## config.mk

```make
export PLATFORM = sky130hd
export DESIGN_NAME = nsx_datapath
export DESIGN_NICKNAME = d
export VERILOG_FILES = /design/src/hw/nsx_pkg.sv /design/src/hw/nsx_datapath.sv
export SDC_FILE = /design/constraint.sdc
export NUM_CORES = 1
export LEC_CHECK = 0
export BUFFER_PORTS_ARGS = -buffer_cell sky130_fd_sc_hd__buf_2
export CORE_MARGIN = 3
export CORE_UTILIZATION = 45
export CTS_CLUSTER_DIAMETER = 50
export DETAILED_ROUTE_END_ITERATION = 12
export PLACE_DENSITY_LB_ADDON = 0.12
export RECOVER_POWER = 50
export SLEW_MARGIN = 20
export SYNTH_ARGS = -nofsm -noshare
export SYNTH_HDL_FRONTEND = slang
export SYNTH_SLANG_ARGS = --single-unit
```

## constraint.sdc

```tcl
create_clock -name sys_clk -period 1.75 [get_ports sys_clk]
set_clock_uncertainty 0.15 [all_clocks]
set_input_delay 0.0875 -clock sys_clk [delete_from_list [all_inputs] [get_ports sys_clk]]
set_output_delay 0.0875 -clock sys_clk [all_outputs]
set_load 0.005 [all_outputs]
```

## src/hw/nsx_pkg.sv

```systemverilog
// Package for the nibble-exchange / xor / direction-load datapath.
// Assumes one core clock and an 8-bit data path.
package nsx_pkg;
	localparam int DataWidth = 8;
	localparam int FileAddrWidth = 7;
	localparam int PortSelWidth = 3;
	localparam logic [7:0] WorkResetValue = 8'h00;
	localparam logic [7:0] DirResetValue = 8'hFF;
	localparam logic [7:0] ZeroValue = 8'h00;
	localparam logic DestWork = 1'b0;
	localparam logic DestFile = 1'b1;
	localparam logic [2:0] PortASel = 3'h5;
	localparam logic [2:0] PortBSel = 3'h6;
	localparam logic [2:0] PortCSel = 3'h7;
	localparam int NibbleLowMsb = 3;
	localparam int NibbleHighLsb = 4;
	localparam int NibbleHighMsb = 7;

	typedef enum logic [1:0] {
		nibble_exchange_op,
		xor_literal_op,
		xor_file_op,
		direction_load_op
	} nsx_op_type;

	typedef struct packed {
		logic [7:0] work;
		logic zero;
		logic [7:0] portADir;
		logic [7:0] portBDir;
		logic [7:0] portCDir;
		logic fileWe;
		logic [6:0] fileWaddr;
		logic [7:0] fileWdata;
	} nsx_state_type;
endpackage

```

## src/hw/nsx_datapath.sv

```systemverilog
// Execution datapath for four core instructions: nibble exchange, xor with
// literal, xor with file register, and port direction load.
// Assumes the decoder presents opValid with the file register read data already
// valid in the same cycle, and that the register file takes the write one cycle later.
//
// Overview of operation
// RULE_01 - Nibble exchange moves source bits 3:0 to result 7:4 and 7:4 to 3:0, flags untouched.
// RULE_02 - Destination bit 0 sends the result to the working register, 1 back to the file register.
// RULE_03 - Literal xor combines the working register with an 8-bit literal into the working register and updates zero.
// RULE_04 - File xor combines the working register with the addressed file register, routes by destination, updates zero.
// RULE_05 - Direction load copies the working register into port A, B or C direction for operand 5, 6 or 7, flags untouched.
// RULE_06 - Where zero is affected it is set for a zero result and cleared otherwise.
`timescale 1ns/1ps
module nsx_datapath
	import nsx_pkg::*;
(
	input wire logic sys_clk,
	input wire logic rst,
	input wire logic opValid,
	input wire nsx_pkg::nsx_op_type opCode,
	input wire logic destSel,
	input wire logic [nsx_pkg::FileAddrWidth-1:0] fileAddr,
	input wire logic [nsx_pkg::DataWidth-1:0] literalValue,
	input wire logic [nsx_pkg::DataWidth-1:0] fileRdata,
	output logic [nsx_pkg::DataWidth-1:0] workValue,
	output logic zeroFlag,
	output logic [nsx_pkg::DataWidth-1:0] portADirection,
	output logic [nsx_pkg::DataWidth-1:0] portBDirection,
	output logic [nsx_pkg::DataWidth-1:0] portCDirection,
	output logic fileWe,
	output logic [nsx_pkg::FileAddrWidth-1:0] fileWaddr,
	output logic [nsx_pkg::DataWidth-1:0] fileWdata
);
	import nsx_pkg::*;

	nsx_state_type state_reg;
	nsx_state_type state_next;
	logic [DataWidth-1:0] result;
	logic [PortSelWidth-1:0] portSel;

	assign portSel = fileAddr[PortSelWidth-1:0];

	always_comb begin
		state_next = state_reg;
		state_next.fileWe = 1'b0;
		result = ZeroValue;
		if (opValid) begin
			unique case (opCode)
				nibble_exchange_op: begin
					result = {fileRdata[NibbleLowMsb:0],
						fileRdata[NibbleHighMsb:NibbleHighLsb]}; // see RULE_01
				end
				xor_literal_op: begin
					result = state_reg.work ^ literalValue; // see RULE_03
					state_next.work = result;
					state_next.zero = (result == ZeroValue); // see RULE_06
				end
				xor_file_op: begin
					result = state_reg.work ^ fileRdata; // see RULE_04
					state_next.zero = (result == ZeroValue); // see RULE_06
				end
				direction_load_op: begin
					// Operands outside 5..7 select nothing and are dropped silently
					if (fileAddr[FileAddrWidth-1:PortSelWidth] == '0) begin
						if (portSel == PortASel)
							state_next.portADir = state_reg.work; // see RULE_05
						else if (portSel == PortBSel)
							state_next.portBDir = state_reg.work; // see RULE_05
						else if (portSel == PortCSel)
							state_next.portCDir = state_reg.work; // see RULE_05
					end
				end
			endcase
			if (opCode == nibble_exchange_op || opCode == xor_file_op) begin
				if (destSel == DestWork) begin
					state_next.work = result; // see RULE_02
				end else begin
					state_next.fileWe = 1'b1; // see RULE_02
					state_next.fileWaddr = fileAddr;
					state_next.fileWdata = result;
				end
			end
		end
	end

	always_ff @(posedge sys_clk) begin
		if (rst) begin
			state_reg.work <= WorkResetValue;
			state_reg.zero <= 1'b0;
			// Direction registers reset to all inputs so pins float until software drives them
			state_reg.portADir <= DirResetValue;
			state_reg.portBDir <= DirResetValue;
			state_reg.portCDir <= DirResetValue;
			state_reg.fileWe <= 1'b0;
			state_reg.fileWaddr <= '0;
			state_reg.fileWdata <= ZeroValue;
		end else begin
			state_reg <= state_next;
		end
	end

	assign workValue = state_reg.work;
	assign zeroFlag = state_reg.zero;
	assign portADirection = state_reg.portADir;
	assign portBDirection = state_reg.portBDir;
	assign portCDirection = state_reg.portCDir;
	assign fileWe = state_reg.fileWe;
	assign fileWaddr = state_reg.fileWaddr;
	assign fileWdata = state_reg.fileWdata;

	// Every check looks one cycle after the take edge, where the registered result stands
	swap_result_a: assert property ( // see RULE_01
		@(posedge sys_clk) disable iff (rst)
		opValid && opCode == nibble_exchange_op && destSel == DestWork
		|=> workValue == {$past(fileRdata[NibbleLowMsb:0]),
		$past(fileRdata[NibbleHighMsb:NibbleHighLsb])}
		&& zeroFlag == $past(zeroFlag))
		else $error("nibble exchange result or flag wrong");

	swap_file_a: assert property ( // see RULE_01
		@(posedge sys_clk) disable iff (rst)
		opValid && opCode == nibble_exchange_op && destSel == DestFile
		|=> fileWdata == {$past(fileRdata[NibbleLowMsb:0]),
		$past(fileRdata[NibbleHighMsb:NibbleHighLsb])}
		&& $stable(zeroFlag))
		else $error("nibble exchange file result or flag wrong");

	dest_file_a: assert property ( // see RULE_02
		@(posedge sys_clk) disable iff (rst)
		opValid && (opCode == xor_file_op || opCode == nibble_exchange_op)
		&& destSel == DestFile
		|=> fileWe && fileWaddr == $past(fileAddr) && $stable(workValue))
		else $error("file destination not written");

	dest_work_a: assert property ( // see RULE_02
		@(posedge sys_clk) disable iff (rst)
		opValid && destSel == DestWork |=> !fileWe)
		else $error("file written for work destination");

	xor_literal_a: assert property ( // see RULE_03
		@(posedge sys_clk) disable iff (rst)
		opValid && opCode == xor_literal_op
		|=> workValue == ($past(workValue) ^ $past(literalValue)) && !fileWe)
		else $error("literal xor result wrong");

	// The literal form has no destination bit, so a stray one must not reach the file
	literal_dest_a: assert property ( // see RULE_03
		@(posedge sys_clk) disable iff (rst)
		opValid && opCode == xor_literal_op && destSel == DestFile
		|=> !fileWe && workValue == ($past(workValue) ^ $past(literalValue)))
		else $error("literal xor wrote the file register");

	xor_file_a: assert property ( // see RULE_04
		@(posedge sys_clk) disable iff (rst)
		opValid && opCode == xor_file_op && destSel == DestFile
		|=> fileWdata == ($past(workValue) ^ $past(fileRdata)))
		else $error("file xor result wrong");

	xor_file_work_a: assert property ( // see RULE_04
		@(posedge sys_clk) disable iff (rst)
		opValid && opCode == xor_file_op && destSel == DestWork
		|=> workValue == ($past(workValue) ^ $past(fileRdata)))
		else $error("file xor work result wrong");

	dir_a_load_a: assert property ( // see RULE_05
		@(posedge sys_clk) disable iff (rst)
		opValid && opCode == direction_load_op
		&& fileAddr[FileAddrWidth-1:PortSelWidth] == '0 && portSel == PortASel
		|=> portADirection == $past(workValue) && $stable(portBDirection)
		&& $stable(portCDirection))
		else $error("port A direction load wrong");

	dir_load_a: assert property ( // see RULE_05
		@(posedge sys_clk) disable iff (rst)
		opValid && opCode == direction_load_op
		&& fileAddr[FileAddrWidth-1:PortSelWidth] == '0 && portSel == PortBSel
		|=> portBDirection == $past(workValue) && $stable(portADirection)
		&& $stable(portCDirection))
		else $error("direction load wrong");

	dir_c_load_a: assert property ( // see RULE_05
		@(posedge sys_clk) disable iff (rst)
		opValid && opCode == direction_load_op
		&& fileAddr[FileAddrWidth-1:PortSelWidth] == '0 && portSel == PortCSel
		|=> portCDirection == $past(workValue) && $stable(portADirection)
		&& $stable(portBDirection))
		else $error("port C direction load wrong");

	// Catches a decode that looks at the low operand bits only
	dir_refuse_a: assert property ( // see RULE_05
		@(posedge sys_clk) disable iff (rst)
		opValid && opCode == direction_load_op
		&& (fileAddr[FileAddrWidth-1:PortSelWidth] != '0 || portSel < PortASel)
		|=> $stable(portADirection) && $stable(portBDirection)
		&& $stable(portCDirection))
		else $error("direction changed for an illegal operand");

	dir_flags_a: assert property ( // see RULE_05
		@(posedge sys_clk) disable iff (rst)
		opValid && opCode == direction_load_op
		|=> $stable(workValue) && $stable(zeroFlag) && !fileWe)
		else $error("direction load touched work, flag or file");

	zero_flag_a: assert property ( // see RULE_06
		@(posedge sys_clk) disable iff (rst)
		opValid && (opCode == xor_literal_op || opCode == xor_file_op)
		|=> zeroFlag == (($past(workValue) ^ (($past(opCode) == xor_literal_op)
		? $past(literalValue) : $past(fileRdata))) == ZeroValue))
		else $error("zero flag wrong");

	zero_set_a: assert property ( // see RULE_06
		@(posedge sys_clk) disable iff (rst)
		opValid && opCode == xor_literal_op && workValue == literalValue
		|=> zeroFlag)
		else $error("zero flag not set for a zero result");

	idle_hold_a: assert property (
		@(posedge sys_clk) disable iff (rst)
		!opValid |=> $stable(workValue) && $stable(zeroFlag) && !fileWe)
		else $error("state changed without an operation");
endmodule // nsx_datapath

```

# Yosys cells after proc, flatten, opt, wreduce, memory -nomap -nowiden
# Cells that the tools add are included.
dict set report classes {
  n_eq_ne 6
  n_mux 6
  n_bitwise 6
  reduce_logical 12
}
# op n
set ops {}
lappend ops {{2-to-1 mux 8 bit} 3}
lappend ops {{case mux 8 bit (3 select lines)} 1}
lappend ops {{zero test 8 bit} 2}
lappend ops {{2-to-1 mux 16 bit} 1}
lappend ops {{bitwise XOR 8 bit} 2}
lappend ops {{== test 3 bit, second input constant} 3}
lappend ops {{AND reduction 6 bit} 1}
lappend ops {{AND reduction 5 bit} 1}
lappend ops {{== test 2 bit, second input constant} 2}
lappend ops {{zero test 4 bit} 1}
lappend ops {{NOT 1 bit} 4}
lappend ops {{AND reduction 4 bit} 1}
lappend ops {{AND reduction 3 bit} 1}
lappend ops {{OR reduction 3 bit} 1}
lappend ops {{== test 2 x 1 -> 1 bit, second input constant} 1}
lappend ops {{zero test 2 bit} 1}
lappend ops {{case mux 1 bit (2 select lines)} 1}
lappend ops {{AND reduction 2 bit} 1}
lappend ops {{nonzero test 2 bit} 1}
lappend ops {{logical OR 1 bit} 1}
dict set report totals {
  ff_bits 49
  elab_cells 38
}

# Longest topological paths before layout
dict set report logic_depth {
  word_depth 4
  mapped_depth 9
  ltp_nobuf 6
}

# Least setup slack after synthesis
# OpenSTA, ideal clock, no wires.
dict set report synth_path {
  path_type {input to register}
  start {input opCode[0]}
  end {register fileWaddr[2] (netlist name)}
  setup_ns 0.128
  t_arrival_ns 1.300
  required_ns 1.472
  slack_ns 0.173
  stages 7
  path_buffers 2
  cell_sequence {inv_1 > ha_1 > buf_2 > o211ai_2 > buf_4 > mux2i_1 > nor2_1}
}
dict set report synth_via {
  elab_chain_len 3
  word_cells_on_any_way 4
}
# element line_no
set synth_rtl {}
lappend synth_rtl {{from (decl)} nsx_datapath.sv:20} ;# input wire nsx_pkg::nsx_op_type opCode,
lappend synth_rtl {{== test 2 bit / zero test 2 bit (equally long branches)} nsx_datapath.sv:74} ;# if (opCode == nibble_exchange_op || opCode == xor_file_op) begin
lappend synth_rtl {{logical OR 1 bit (*)} nsx_datapath.sv:74}
lappend synth_rtl {{AND reduction 3 bit (no line) (*)} n/a}
# Mark *: on every way between the ends. The rest lies on a longest branch, timed or not.
# A chain may end at the register's enable or synchronous reset.

# Worst setup path in the final report
dict set report layout_path {
  start {input fileAddr[0] (netlist bit)}
  end {register state_reg (netlist bit portBDirection[0])}
}
dict set report layout_via {
  elab_chain_len 3
  word_cells_on_any_way 4
}
# element line_no
set layout_rtl {}
lappend layout_rtl {{from (decl)} nsx_datapath.sv:22} ;# input wire logic [nsx_pkg::FileAddrWidth-1:0] fileAddr,
lappend layout_rtl {{== test 3 bit} nsx_datapath.sv:65} ;# if (portSel == PortASel)
lappend layout_rtl {{NOT 1 bit (no line)} n/a}
lappend layout_rtl {{AND reduction 5 bit (no line) (*)} n/a}
lappend layout_rtl {{to (signal assigned)} nsx_datapath.sv:98} ;# state_reg <= state_next;
lappend layout_rtl {{to (decl)} nsx_datapath.sv:36} ;# nsx_state_type state_reg;
# Marks and branches as above.

==> impl_metrics.py <==
metrics = {
    "power_and_ir_drop": {
        "power_mw": 2.191,
        "ir_drop_mv": 0.4839,
        "power.density_mw_per_mm2": 679.6,
        "leakagePower_nw": 1.310,
    },
    "clocking": {
        "insertion_delay_ns": 0.30,
        "h-tree-depth": 2,
        "cts_made_buffers": 5,
        "path_clk_slew_ns": 0.09,
        "cts-root-buf": "clkbuf_8",
        "cts_tree": "yes",
        "clock_path_buffers": 2,
        "cts.sinks": 49,
    },
    "floorplan": {
        "die_h_um": 81.79,
        "io_pins": 78,
        "core_area_mm2": 0.005335,
        "initial_utilization_pct": 48.45,
        "die_area_mm2": 0.006690,
        "fp.dieW_um": 81.79,
        "row_count": 26,
    },
    "yosys": {
        "syn-cell-area_mm2": 0.002585,
        "yosysSeqAreaShare_pct": 37.95,
        "yosysWarnings": 0,
        "syn_inst": 302,
        "synth_nets": 336,
        "syn_avg_cell_area_um2": 8.560,
        "yosys-top-cells-area": "dfxtp_1 38%, a211o_1 8.1%, and2_1 5.8%",
        "ys_types": 34,
        "ys_ff_latch": 49,
        "netlist.top_cell.by_area": "dfxtp_1",
        "synth_top_area_share_pct": 37.95,
    },
    "layout": {
        "area_growth_pct": 24.73,
        "layout_common_cells": "50 x buf_2, 49 x dfxtp_1, 35 x nor2_1, 28 x clkbuf_1",
        "fin_cells": 454,
        "drive_gt1_share_pct": 20.57,
        "multi_input_area_mm2": 0.001448,
        "finalCoreUtilization_pct": 60.44,
        "fill_cells": 519,
        "layout.nets": 418,
        "mostFrequentLayoutCell": "buf_2",
        "seq_area_um2": 980.9,
        "n_antenna_cell": 0,
    },
    "drt": {
        "drt_wl_total_mm": 6.774,
        "wire_per_inst_um": 14.92,
        "postRouteAntennaNets": 0,
        "drcViolationCount": 0,
        "routed-via-count": 2429,
        "viasPerCell": 5.350,
        "first_iter_violations": 129,
        "drtPass1Iterations": 5,
    },
    "flow_run": {
        "maxCapViolations": 0,
    },
    "timing": {
        "relSlewSlack_pct": 62.54,
        "hold_violations": 0,
        "fin_ws_ns": 0.1789,
        "worst_pin_slew_ns": 0.5607,
        "period_needed_ns": 1.571,
        "finalCritPeriodShare_pct": 89.78,
        "slew_violations": 0,
        "fmax_ghz": 0.6365,
        "setup_violations": 0,
        "rsz0062_at_grt": "false",
    },
    "worst_setup_path": {
        "worstPathMaxFanout": 13,
        "reg2reg_slack_ns": 0.31,
        "worst_setup_path_end_kind": "flip-flop",
        "startpoint_type": "input pin",
        "cp.arrival_ns": 1.67,
        "critical_path_class": "input pin to flip-flop",
        "required_ns": 1.85,
    },
    "outcome": {
        "outcome": "finished, final reports clean",
    },
    "global_route": {
        "grt_pass1_wl_mm": 10.84,
        "track_usage_pct": 20.98,
        "grt_pass1_vias": 2195,
        "overflow": 0,
        "antenna_found_initial": 0,
        "grt_max_degree": 35,
    },
    "placed_design": {
        "place_congestion": 0.8492,
        "dp_worst_setup_slack_ns": -0.03261,
        "portBuffers": 77,
        "dp_cells": 439,
        "hpwl_mm": 4.976,
    },
    "worst_hold_path": {
        "hp-class": "input pin to flip-flop",
    },
}
==> registers in the layout (all words and copies together) (netlist names) <==
| register | flops |
|---|---|
| fileWdata | 8 |
| zeroFlag | 1 |
| workValue | 8 |
| fileWe | 1 |
| portBDirection | 8 |
| fileWaddr | 7 |
| portCDirection | 8 |
| portADirection | 8 |
==> synth_stat cells, drive strengths merged <==
library cell and count:
nor2 35, nand3b 1, a31oi 8, nand4b 2, nand4 2, o21ai 16
dfxtp 49, o21ba 1, mux2i 7, and4b 2, a221oi 8, nor4 4
o211ai 1, nand2 9, ha 5, nand3 2, nor3 1, inv 10
xor2 16, and2 24, nor2b 9, a211o 24, a22oi 8, buf 10
clkbuf 16, nand2b 16, o22ai 8, a21oi 8
==> report_power, final <==
| part | leakage, nW | switching, mW | internal [mW] | total [mW] |
|---|---|---|---|---|
| clock network | 0.0402 | 0.400 | 0.277 | 0.677 |
| registers | 0.397 | 0.0315 | 1.14 | 1.17 |
| logic | 0.873 | 0.187 | 0.161 | 0.347 |
| total | 1.31 | 0.618 | 1.57 | 2.19 |
==> stage by stage <==
step / TNS [ns] / cell area [um2] / hold WS, ns
2_1_floorplan: 0 / 2585 / 0.08144
3_3_place_gp: -0.07492 / 3095 / 0.1890
3_5_place_dp: -0.2325 / 3095 / 0.1946
4_1_cts: 0 / 3261 / 0.08689
5_1_grt: 0 / 3224 / 0.1065
6_report: 0 / 3224 / 0.09151
==> kinds of logic (layout without fill, tap and decap cells) <==
| group | after synthesis | after routing | share of synthesized area [%] |
|---|---|---|---|
| AOI/OAI and AO/OA | 82 | 82 | 22.56 |
| xor gates and xnor gates | 16 | 16 | 5.421 |
| adders and majority gates | 5 | 5 | 2.420 |
| buffers and inverters | 36 | 118 | 6.099 |
| DFF | 49 | 49 | 37.95 |
| muxes | 7 | 7 | 2.711 |
| and+or+nand+nor | 107 | 107 | 22.85 |
==> critical path, stage by stage <==
cell,delay (ns)
dlygate4sd3_1,0.54
buf_2,0.15
nand4b_2,0.41
buf_4,0.27
nor2_1,0.10
a211o_1,0.12
==> cell type report <==
class,instances,area share [%]
Sequential cell,49,30.42
Multi-Input combinational cell,217,44.90
Clock inverter,2,0.5045
Inverter,10,1.164
Tap cell,70,2.716
Timing Repair Buffer,101,18.16
Clock buffer,5,2.134
==> worst paths after layout <==
path                        to  cells past startpoint    startpoint
max          portBDirection[0]                      6   fileAddr[0]
min               workValue[7]                      4  fileRdata[3]
max reg2reg       fileWdata[5]                      4  workValue[5]
min reg2reg       fileWdata[2]                      2  fileWdata[2]
==> repair_timing <==
item,4_1_cts,5_1_grt
gates resized for setup,0,1
hold buffers,8,0
endpoints found under the hold margin,10,0
buffers inserted,0,0
setup endpoints to repair,0,7
==> per-layer routing <==
| layer | track usage [%] | vias to the layer above | wire length [um] |
|---|---|---|---|
| met2 | 33.76 | 84 | 3129 |
| met1 | 28.48 | 1120 | 3163 |
| met3 | 4.715 | 9 | 418 |
| met5 | 0 | - | 0 |
| met4 | 4.983 | 0 | 63 |
| li1 | - | 1216 | - |
(Power assumes the default switching activity.)
